`src/atrap_pkg.sv`:
```
// Constants shared by the instruction-fetch address trap block.
// Assumes an 8-bit register port and a 16-bit fetch address bus.
package atrap_pkg;

  // ---------------------------------------------------------------
  // Register offsets
  // ---------------------------------------------------------------
  localparam logic [7:0] CTRL_ONE_ADDR   = 8'h34;
  localparam logic [7:0] CODE_ADDR       = 8'h35;
  localparam logic [7:0] IRQ_STATUS_ADDR = 8'h36;
  localparam logic [7:0] IRQ_MASK_ADDR   = 8'h37;
  localparam logic [7:0] STATE_ADDR      = 8'h38;

  // ---------------------------------------------------------------
  // Field positions and reset values
  // ---------------------------------------------------------------
  localparam int         RAM_TRAP_EN_BIT = 5;
  localparam int         ACTION_SEL_BIT  = 4;
  localparam logic       RAM_TRAP_EN_RST = 1'b1;
  localparam logic       ACTION_SEL_RST  = 1'b1;
  localparam logic [3:0] MASK_RST        = 4'h0;

  // Status / mask layout
  localparam int         STATUS_W        = 4;
  localparam int         ST_TRAP_IRQ     = 0;
  localparam int         ST_HIT_RAM      = 1;
  localparam int         ST_HIT_SFR      = 2;
  localparam int         ST_HIT_DBG      = 3;

  // State register layout
  localparam int         SR_RAM_EFF      = 0;
  localparam int         SR_RAM_PEND     = 1;
  localparam int         SR_ACTION       = 2;
  localparam int         SR_NMI_REQ      = 3;
  localparam int         SR_WAS_TRAP_RST = 4;

  // ---------------------------------------------------------------
  // Control codes
  // ---------------------------------------------------------------
  localparam logic [7:0] CODE_APPLY_AREA = 8'hd2;
  localparam logic [7:0] CODE_WDT_CLEAR  = 8'h4e;

  // ---------------------------------------------------------------
  // Timing: trap reset length, at most 24 high-frequency periods
  // ---------------------------------------------------------------
  localparam int FC_RESET_PERIODS = 24;
  localparam int FC_PERIOD_PS     = 10000;
  localparam int CORE_PERIOD_PS   = 10000;
  localparam int RESET_CYCLES_RAW =
    (FC_RESET_PERIODS * FC_PERIOD_PS) / CORE_PERIOD_PS;
  localparam int RESET_CYCLES     =
    (RESET_CYCLES_RAW < 1) ? 1 : RESET_CYCLES_RAW;

endpackage : atrap_pkg

```
`src/trap_area_if.sv`:
```
// Carries fetch addresses to the area classifier and hits back.
// Assumes both ends run on core_clk.
`timescale 1ns/1ps
interface trap_area_if #(parameter int AW = 16);
  logic          fetch_en;
  logic [AW-1:0] fetch_addr;
  logic          ram_trap_en;
  logic          hit_ram;
  logic          hit_sfr;
  logic          hit_dbg;

  modport ctrl (output fetch_en, output fetch_addr, output ram_trap_en,
                input hit_ram, input hit_sfr, input hit_dbg);
  modport area (input fetch_en, input fetch_addr, input ram_trap_en,
                output hit_ram, output hit_sfr, output hit_dbg);
endinterface : trap_area_if

```
`src/trap_area_classifier.sv`:
```
// Classifies instruction-fetch addresses into trapped areas.
// Assumes the caller qualifies fetch_en with instruction fetches only.
`timescale 1ns/1ps
module trap_area_classifier
  import atrap_pkg::*;
#(
  parameter int          AW       = 16,
  parameter logic [15:0] SFR_LO   = 16'h0000,
  parameter logic [15:0] SFR_HI   = 16'h003f,
  parameter logic [15:0] RAM_LO   = 16'h0040,
  parameter logic [15:0] RAM_HI   = 16'h023f,
  parameter logic [15:0] DBG_LO   = 16'h0f80,
  parameter logic [15:0] DBG_HI   = 16'h0fff
) (
  // Clock and reset
  input  wire logic core_clk,
  input  wire logic rst,
  // Fetch side
  trap_area_if.area tif
);

  typedef struct packed {
    logic hit_ram;
    logic hit_sfr;
    logic hit_dbg;
  } area_s;

  area_s st_r;
  area_s st_nxt;

  // Range test used for each area
  function automatic logic in_range(input logic [AW-1:0] a,
                                    input logic [15:0] lo,
                                    input logic [15:0] hi);
    in_range = (a >= lo[AW-1:0]) && (a <= hi[AW-1:0]);
  endfunction : in_range

  // ---------------------------------------------------------------
  // Hit decode, registered one cycle
  // ---------------------------------------------------------------
  always_comb begin
    st_nxt.hit_ram = tif.fetch_en && tif.ram_trap_en &&
                     in_range(tif.fetch_addr, RAM_LO, RAM_HI);
    // Always trapped, whatever the RAM setting
    st_nxt.hit_sfr = tif.fetch_en &&
                     in_range(tif.fetch_addr, SFR_LO, SFR_HI);
    st_nxt.hit_dbg = tif.fetch_en &&
                     in_range(tif.fetch_addr, DBG_LO, DBG_HI);
  end

  always_ff @(posedge core_clk) begin
    if (rst) begin
      st_r <= '0;
    end else begin
      st_r <= st_nxt;
    end
  end

  assign tif.hit_ram = st_r.hit_ram;
  assign tif.hit_sfr = st_r.hit_sfr;
  assign tif.hit_dbg = st_r.hit_dbg;

endmodule : trap_area_classifier

```
`src/trap_reset_pulse.sv`:
```
// Times the reset pulse that a trap drives onto the reset pin.
// Assumes start is a one-cycle pulse on core_clk.
`timescale 1ns/1ps
module trap_reset_pulse
  import atrap_pkg::*;
#(
  parameter int CYCLES = RESET_CYCLES
) (
  // Clock and reset
  input  wire logic core_clk,
  input  wire logic rst,
  // Control
  input  wire logic start,
  output logic      active,
  output logic      done
);

  localparam int CW = $clog2(CYCLES + 1);

  typedef struct packed {
    logic          active;
    logic          done;
    logic [CW-1:0] cnt;
  } pulse_s;

  pulse_s st_r;
  pulse_s st_nxt;

  // ---------------------------------------------------------------
  // Count down; a new start while busy is ignored
  // ---------------------------------------------------------------
  always_comb begin
    st_nxt      = st_r;
    st_nxt.done = 1'b0;
    if (!st_r.active && start) begin
      st_nxt.active = 1'b1;
      st_nxt.cnt    = CW'(CYCLES - 1);
    end else if (st_r.active) begin
      if (st_r.cnt == '0) begin
        st_nxt.active = 1'b0;
        st_nxt.done   = 1'b1;
      end else begin
        st_nxt.cnt = st_r.cnt - CW'(1);
      end
    end
  end

  always_ff @(posedge core_clk) begin
    if (rst) begin
      st_r <= '0;
    end else begin
      st_r <= st_nxt;
    end
  end

  assign active = st_r.active;
  assign done   = st_r.done;

endmodule : trap_reset_pulse

```
`src/instruction_fetch_address_trap.sv`:
```
// Instruction-fetch address trap: register port, trap decision,
// non-maskable request and reset pin drive.
// Assumes the CPU marks instruction fetches and acknowledges the NMI.
`timescale 1ns/1ps

module instruction_fetch_address_trap
  import atrap_pkg::*;
#(
  parameter int          AW           = 16,
  parameter int          RESET_CYC    = RESET_CYCLES,
  parameter logic [15:0] SFR_LO       = 16'h0000,
  parameter logic [15:0] SFR_HI       = 16'h003f,
  parameter logic [15:0] RAM_LO       = 16'h0040,
  parameter logic [15:0] RAM_HI       = 16'h023f,
  parameter logic [15:0] DBG_LO       = 16'h0f80,
  parameter logic [15:0] DBG_HI       = 16'h0fff
) (
  // Clock and reset
  input  wire logic          core_clk,
  input  wire logic          rst,
  // Register port
  input  wire logic [7:0]    reg_addr,
  input  wire logic [7:0]    reg_wdata,
  input  wire logic          reg_wr,
  input  wire logic          reg_rd,
  output logic      [7:0]    reg_rdata,
  // CPU fetch monitor
  input  wire logic          fetch_valid,
  input  wire logic          fetch_is_instr,
  input  wire logic [AW-1:0] fetch_addr,
  // CPU non-maskable trap request
  output logic               address_trap_irq,
  input  wire logic          trap_irq_ack,
  // Clock mode
  input  wire logic          low_speed_mode_one,
  output logic               hf_osc_restart,
  // Reset pin and internal reset
  output logic               rst_pin_out_n,
  output logic               rst_pin_oe,
  output logic               internal_rst_req,
  // Watchdog side
  output logic               wdt_counter_clear,
  // Interrupt to the system controller
  output logic               irq
);

  // ---------------------------------------------------------------
  // State
  // ---------------------------------------------------------------
  typedef struct packed {
    logic                ram_en_pend;
    logic                ram_en_eff;
    logic                action_sel;
    logic [STATUS_W-1:0] status;
    logic [STATUS_W-1:0] mask;
    logic                nmi_req;
    logic                was_trap_rst;
    logic                osc_restart;
    logic                wdt_clr;
    logic [7:0]          rdata;
  } ctl_s;

  ctl_s st_r;
  ctl_s st_nxt;

  // Reset values shared by power-up and trap reset
  localparam ctl_s CTL_RST = '{
    ram_en_pend:  RAM_TRAP_EN_RST,
    ram_en_eff:   RAM_TRAP_EN_RST,
    action_sel:   ACTION_SEL_RST,
    status:       '0,
    mask:         MASK_RST,
    nmi_req:      1'b0,
    was_trap_rst: 1'b0,
    osc_restart:  1'b0,
    wdt_clr:      1'b0,
    rdata:        8'h00
  };

  // ---------------------------------------------------------------
  // Sub-blocks
  // ---------------------------------------------------------------
  trap_area_if #(.AW(AW)) tif ();

  logic pulse_start;
  logic pulse_active;
  logic pulse_done;

  trap_area_classifier #(
    .AW     (AW),
    .SFR_LO (SFR_LO),
    .SFR_HI (SFR_HI),
    .RAM_LO (RAM_LO),
    .RAM_HI (RAM_HI),
    .DBG_LO (DBG_LO),
    .DBG_HI (DBG_HI)
  ) u_area (
    .core_clk (core_clk),
    .rst      (rst),
    .tif      (tif)
  );

  trap_reset_pulse #(
    .CYCLES (RESET_CYC)
  ) u_pulse (
    .core_clk (core_clk),
    .rst      (rst),
    .start    (pulse_start),
    .active   (pulse_active),
    .done     (pulse_done)
  );

  // ---------------------------------------------------------------
  // Fetch qualification
  // ---------------------------------------------------------------
  // Data accesses never reach the compare; fetches during the
  // trap reset are ignored since the CPU is held then.
  assign tif.fetch_en    = fetch_valid && fetch_is_instr &&
                           !pulse_active;
  assign tif.fetch_addr  = fetch_addr;
  assign tif.ram_trap_en = st_r.ram_en_eff;

  // ---------------------------------------------------------------
  // Decode helpers
  // ---------------------------------------------------------------
  logic trap_hit;
  logic wr_ctrl;
  logic wr_code;
  logic wr_mask;
  logic rd_status;

  // Trap and watchdog functions share the code offset; the control offset serves the trap only
  assign wr_ctrl   = reg_wr && (reg_addr == CTRL_ONE_ADDR);
  assign wr_code   = reg_wr && (reg_addr == CODE_ADDR);
  assign wr_mask   = reg_wr && (reg_addr == IRQ_MASK_ADDR);
  assign rd_status = reg_rd && (reg_addr == IRQ_STATUS_ADDR);
  assign trap_hit  = tif.hit_ram || tif.hit_sfr || tif.hit_dbg;

  // A reset request starts the pin pulse; interrupts do not
  assign pulse_start = trap_hit && st_r.action_sel;

  // Read mux; write-only and unmapped offsets read zero
  function automatic logic [7:0] read_mux(input logic [7:0] a,
                                          input ctl_s s);
    read_mux = 8'h00;
    unique case (a)
      IRQ_STATUS_ADDR: read_mux = 8'(s.status);
      IRQ_MASK_ADDR:   read_mux = 8'(s.mask);
      STATE_ADDR: begin
        read_mux[SR_RAM_EFF]      = s.ram_en_eff;
        read_mux[SR_RAM_PEND]     = s.ram_en_pend;
        read_mux[SR_ACTION]       = s.action_sel;
        read_mux[SR_NMI_REQ]      = s.nmi_req;
        read_mux[SR_WAS_TRAP_RST] = s.was_trap_rst;
      end
      default:         read_mux = 8'h00;
    endcase
  endfunction : read_mux

  // ---------------------------------------------------------------
  // Next state
  // ---------------------------------------------------------------
  always_comb begin
    st_nxt         = st_r;
    st_nxt.wdt_clr = 1'b0;
    st_nxt.rdata   = 8'h00;

    // Control register: pending RAM enable and action select
    if (wr_ctrl) begin
      st_nxt.ram_en_pend = reg_wdata[RAM_TRAP_EN_BIT];
      st_nxt.action_sel  = reg_wdata[ACTION_SEL_BIT];
    end

    // Code register; any other value is dropped
    if (wr_code) begin
      if (reg_wdata == CODE_APPLY_AREA) begin
        st_nxt.ram_en_eff = wr_ctrl ? reg_wdata[RAM_TRAP_EN_BIT]
                                    : st_r.ram_en_pend;
      end else if (reg_wdata == CODE_WDT_CLEAR) begin
        st_nxt.wdt_clr = 1'b1;
      end
    end

    if (wr_mask) begin
      st_nxt.mask = reg_wdata[STATUS_W-1:0];
    end

    // Status: read clears, a same-cycle event still sets
    if (rd_status) begin
      st_nxt.status = '0;
    end
    st_nxt.status[ST_HIT_RAM] = st_nxt.status[ST_HIT_RAM] |
                                tif.hit_ram;
    st_nxt.status[ST_HIT_SFR] = st_nxt.status[ST_HIT_SFR] |
                                tif.hit_sfr;
    st_nxt.status[ST_HIT_DBG] = st_nxt.status[ST_HIT_DBG] |
                                tif.hit_dbg;

    // Interrupt action. The request is raised even while another
    // trap is in service, so the CPU nests at once; the master
    // flag is not looked at.
    if (trap_irq_ack) begin
      st_nxt.nmi_req = 1'b0;
    end
    if (trap_hit && !st_r.action_sel) begin
      st_nxt.nmi_req             = 1'b1;
      st_nxt.status[ST_TRAP_IRQ] = 1'b1;
    end

    // Oscillator restart only matters in the slow mode
    if (pulse_start && low_speed_mode_one) begin
      st_nxt.osc_restart = 1'b1;
    end

    // Read data for the cycle after the strobe
    if (reg_rd) begin
      st_nxt.rdata = read_mux(reg_addr, st_r);
    end

    // Trap reset: block back to reset values except the oscillator restart. The cause flag
    // survives so software can tell why it restarted.
    if (pulse_active) begin
      st_nxt              = CTL_RST;
      st_nxt.was_trap_rst = 1'b1;
      st_nxt.osc_restart  = st_r.osc_restart;
    end
    if (pulse_done) begin
      st_nxt.osc_restart = 1'b0;
    end
  end

  // ---------------------------------------------------------------
  // State register
  // ---------------------------------------------------------------
  always_ff @(posedge core_clk) begin
    if (rst) begin
      st_r <= CTL_RST;
    end else begin
      st_r <= st_nxt;
    end
  end

  // ---------------------------------------------------------------
  // Outputs
  // ---------------------------------------------------------------
  assign reg_rdata         = st_r.rdata;
  assign address_trap_irq  = st_r.nmi_req;
  assign wdt_counter_clear = st_r.wdt_clr;
  assign hf_osc_restart    = st_r.osc_restart;

  // Open-drain reset pin: pull low for the timed pulse only
  assign rst_pin_oe        = pulse_active;
  assign rst_pin_out_n     = 1'b0;
  assign internal_rst_req  = pulse_active;

  // Level interrupt while any unmasked status bit stands
  assign irq = |(st_r.status & st_r.mask);

endmodule : instruction_fetch_address_trap

```
`config.mk`:
```
export PLATFORM = sky130hd
export DESIGN_NAME = instruction_fetch_address_trap
export DESIGN_NICKNAME = d
export VERILOG_FILES = /design/src/atrap_pkg.sv /design/src/trap_area_if.sv /design/src/trap_area_classifier.sv /design/src/trap_reset_pulse.sv /design/src/instruction_fetch_address_trap.sv
export SDC_FILE = /design/constraint.sdc
export NUM_CORES = 1
export LEC_CHECK = 0
export BUFFER_PORTS_ARGS = -buffer_cell sky130_fd_sc_hd__buf_2
export CORE_UTILIZATION = 42
export CTS_BUF_LIST = sky130_fd_sc_hd__clkbuf_16
export CTS_CLUSTER_DIAMETER = 100
export DETAILED_ROUTE_END_ITERATION = 12
export PLACE_DENSITY_LB_ADDON = 0.25
export SLEW_MARGIN = 5
export SYNTH_ARGS = -nofsm -noshare
export SYNTH_HDL_FRONTEND = slang
export SYNTH_SLANG_ARGS = --single-unit
```
`constraint.sdc`:
```
create_clock -name core_clk -period 1.7 [get_ports core_clk]
set_clock_uncertainty 0.05 [all_clocks]
set_input_delay 0.085 -clock core_clk [delete_from_list [all_inputs] [get_ports core_clk]]
set_output_delay 0.085 -clock core_clk [all_outputs]
set_load 0.01 [all_outputs]
```
==> impl_metrics.env <==
export IMPL_run_status="finished, final reports clean"
export IMPL_ctsRootBufferMaster="sky130_fd_sc_hd__clkbuf_16"
export IMPL_rows=20
export IMPL_hold_path_class="in -> reg"
export IMPL_clock_transition_at_the_registers_of_the_reported_paths_ns=0.05
export IMPL_routed_wire_length_per_instance_um=12.9
export IMPL_worst_skew_pair_late_latency_ns=0.27
export IMPL_crit_fanout=5
export IMPL_cts_num_sinks=30
export IMPL_worst_ep_arrival_time_ns=1.75
export IMPL_synth_seq_area_share=0.442
export IMPL_async_flop_share=0
export IMPL_postCtsHoldBufs=0
export IMPL_route_detailed_vias_per_inst=5.28
export IMPL_syn_inst=151
export IMPL_grt_setup_unrepaired="true"
export IMPL_drc=0
export IMPL_slowest_stage_delay_on_critical_path_ns=0.48
export IMPL_clock_tree_buffer_depth=2
export IMPL_synth_unique_cells=34
export IMPL_critical_path_class="reg -> reg"
export IMPL_cpMaxStageDelayCell="sky130_fd_sc_hd__or4b_4"
export IMPL_initial_core_util=0.445
export IMPL_area_growth_pct=25.9
export IMPL_period_needed_ns=1.66
export IMPL_antenna_found_initial=0
export IMPL_final_report_setup_violation_count=0
export IMPL_cts_post_setup_buffers_inserted=0
export IMPL_grt_pass1_wl_um=5000
export IMPL_detailedPlacementHpwl_um=2280
export IMPL_cts_buffers=5
export IMPL_floorplan_die_width_um=58.9
export IMPL_die_area_um2=3470
export IMPL_timing_max_cap_violations=0
export IMPL_worst_setup_path_end_kind="register"
export IMPL_biggest_area_contributors_in_the_synthesized_netlist="sky130_fd_sc_hd__dfxtp_1 44%, sky130_fd_sc_hd__nor2_1 7.7%, sky130_fd_sc_hd__buf_4 5.5%"
export IMPL_final_instance_count_excl_fill=237
export IMPL_instance_count_after_placement_with_tap_cells_included=230
export IMPL_htree_num_levels=2
export IMPL_groute_usage_overall=0.197
export IMPL_mostFrequentLayoutCell="sky130_fd_sc_hd__buf_2"
export IMPL_max_freq_mhz=603
export IMPL_syn_avg_cell_area_um2=9.00
export IMPL_leakagePower_uw=0.000766
export IMPL_drtPass1Iterations=4
export IMPL_synth_top_cell_area_share=0.442
export IMPL_synthesis_area_um2=1360
export IMPL_synth_top_area_cell="sky130_fd_sc_hd__dfxtp_1"
export IMPL_grt_overflow_total=0
export IMPL_synth_ff_latch_count=30
export IMPL_count_of_flip_flops_with_a_built_in_enable_after_synthesis=0
export IMPL_path_cells="inv_1, ha_1, or4b_4, and2_4, a211oi_2, a311oi_1"
export IMPL_core_area_um2=3050
export IMPL_die_y_um=58.9
export IMPL_post_route_cells_drive_above_1_share=0.342
export IMPL_final_design_area_no_fill_um2=1710
export IMPL_power_density_nw_per_um2=922
export IMPL_slew_limit_headroom=0.594
export IMPL_routed_via_count=1251
export IMPL_yosys_warnings=0
export IMPL_final_hold_viol_count=0
export IMPL_ff2ff_setup_slack_ns=0.04
export IMPL_drt_total_wl_um=3060
export IMPL_fin_crit_sh=0.976
export IMPL_grt_max_degree=13
export IMPL_timing_max_transition_violations_final=0
export IMPL_worst_endpoint_required_ns=1.79
export IMPL_worst_slew_pin_slew_ns=0.607
export IMPL_pin_count=55
export IMPL_placed_area_um2=1570
export IMPL_residual_antenna_violating_net_count_after_detailed_routing=0
export IMPL_vias_in_the_first_global_route=1133
export IMPL_summed_negative_setup_slack_over_all_endpoints_ns=0
export IMPL_max_vdd_ir_drop_v=0.000753
export IMPL_cts_tree="done"
export IMPL_portBuffers=44
export IMPL_drt_initial_drc_count=40
export IMPL_commonest_cells_after_routing_fill_and_taps_aside="44 x sky130_fd_sc_hd__buf_2, 29 x sky130_fd_sc_hd__dfxtp_1, 28 x sky130_fd_sc_hd__nor2_1, 9 x sky130_fd_sc_hd__nand3_1, 9 x sky130_fd_sc_hd__nor3_1"
export IMPL_num_antenna_cells=0
export IMPL_finalWeightedCongestion=0.809
export IMPL_nNetsFinal=234
export IMPL_setup_worst_path_start_class="register"
export IMPL_synth_flop_cell="sky130_fd_sc_hd__dfxtp_1"
==> layout make-up <==
type | instances | area, µm²
Timing Repair Buffer | 47 | 243
Fill cell | 294 | 1340
Tap cell | 44 | 55.1
Clock inverter | 2 | 7.51
Clock buffer | 5 | 125
Sequential cell | 30 | 602
Inverter | 3 | 11.3
Multi-Input combinational cell | 106 | 667
==> cells by family (layout without fill, tap and decap cells) <==
group | count (synthesis) | count (layout) | share of synthesized area
buffers and inverters | 18 | 57 | 0.0829
and+or+nand+nor | 68 | 68 | 0.266
other | 1 | 4 | 0.00276
xor gates and xnor gates | 1 | 1 | 0.00645
muxes | 11 | 11 | 0.0856
DFF | 30 | 30 | 0.442
AOI/OAI and AO/OA | 21 | 21 | 0.105
adders and majority gates | 1 | 1 | 0.00921
==> final timing paths <==
kind,cells past startpoint,from,end
hold reg to reg,1,u_pulse.done,hf_osc_restart
setup reg to reg,6,u_pulse.st_r[0],u_pulse.st_r[2]
hold / removal,3,fetch_addr[10],u_area.tif.hit_dbg
setup / recovery,6,u_pulse.st_r[0],u_pulse.st_r[2]
==> state kept, by name, summed over array words and instances (netlist names) <==
register            cells
tif.ram_trap_en         1
u_pulse.done            1
wdt_counter_clear       1
reg_rdata               5
u_pulse.st_r            5
u_area.tif.hit_sfr      1
u_area.tif.hit_ram      1
u_area.tif.hit_dbg      1
hf_osc_restart          1
address_trap_irq        1
u_pulse.active          1
st_r                   11
==> critical path: cells and delay by family, from the launching register on <==
family	cells	cell delay, ns
AO/OA/AOI/OAI	2	0.26
buffers and inverters	1	0.06
adder cells (fa/ha/maj)	1	0.16
AND/OR/NAND/NOR	2	0.66
flip-flops	1	0.34
==> per-layer routing <==
| metal | up-vias | routed length [µm] | global-route usage |
|---|---|---|---|
| li1 | 605 | - | - |
| met3 | 5 | 218 | 0.0769 |
| met2 | 54 | 1500 | 0.323 |
| met1 | 587 | 1300 | 0.229 |
| met4 | 0 | 39 | 0.0816 |
| met5 | - | 0 | 0 |
==> synthesized netlist by cell type (all sizes together) (2+ instances only) <==
| library cell | instances |
|---|---|
| mux2 | 5 |
| a22oi | 6 |
| a211oi | 2 |
| dfxtp | 30 |
| clkbuf | 4 |
| nand3 | 9 |
| inv | 3 |
| a21oi | 8 |
| nand4b | 2 |
| or3 | 2 |
| buf | 11 |
| nand2 | 4 |
| nor3 | 10 |
| a311oi | 2 |
| nor2 | 28 |
| nand4 | 2 |
| mux2i | 6 |
| nor4b | 3 |
==> stage by stage <==
step	util	hold WS, ns	power, µW	worst slack (ns)
final	0.560	0.0143	1580	0.0411
after global routing	0.560	0.0242	1640	-0.0143
after CTS	0.558	0.00664	1590	0.0149
after detailed placement	0.513	0.286	807	-0.0100
after global placement	0.513	0.278	804	0.0758
after floorplan	-	0.144	763	0.0350
==> power by group <==
group	total [µW]	internal, µW	switching (µW)
clock	782	519	263
combinational	88.7	41.9	46.8
sequential	706	706	0.468
==> repair_timing <==
item                                    CTS  global route
gates resized for setup                   1             2
pin swaps                                 0             2
endpoints found under the setup margin    1             3
cloned                                    0             0
No activity file was read; power rests on OpenSTA's default activity.
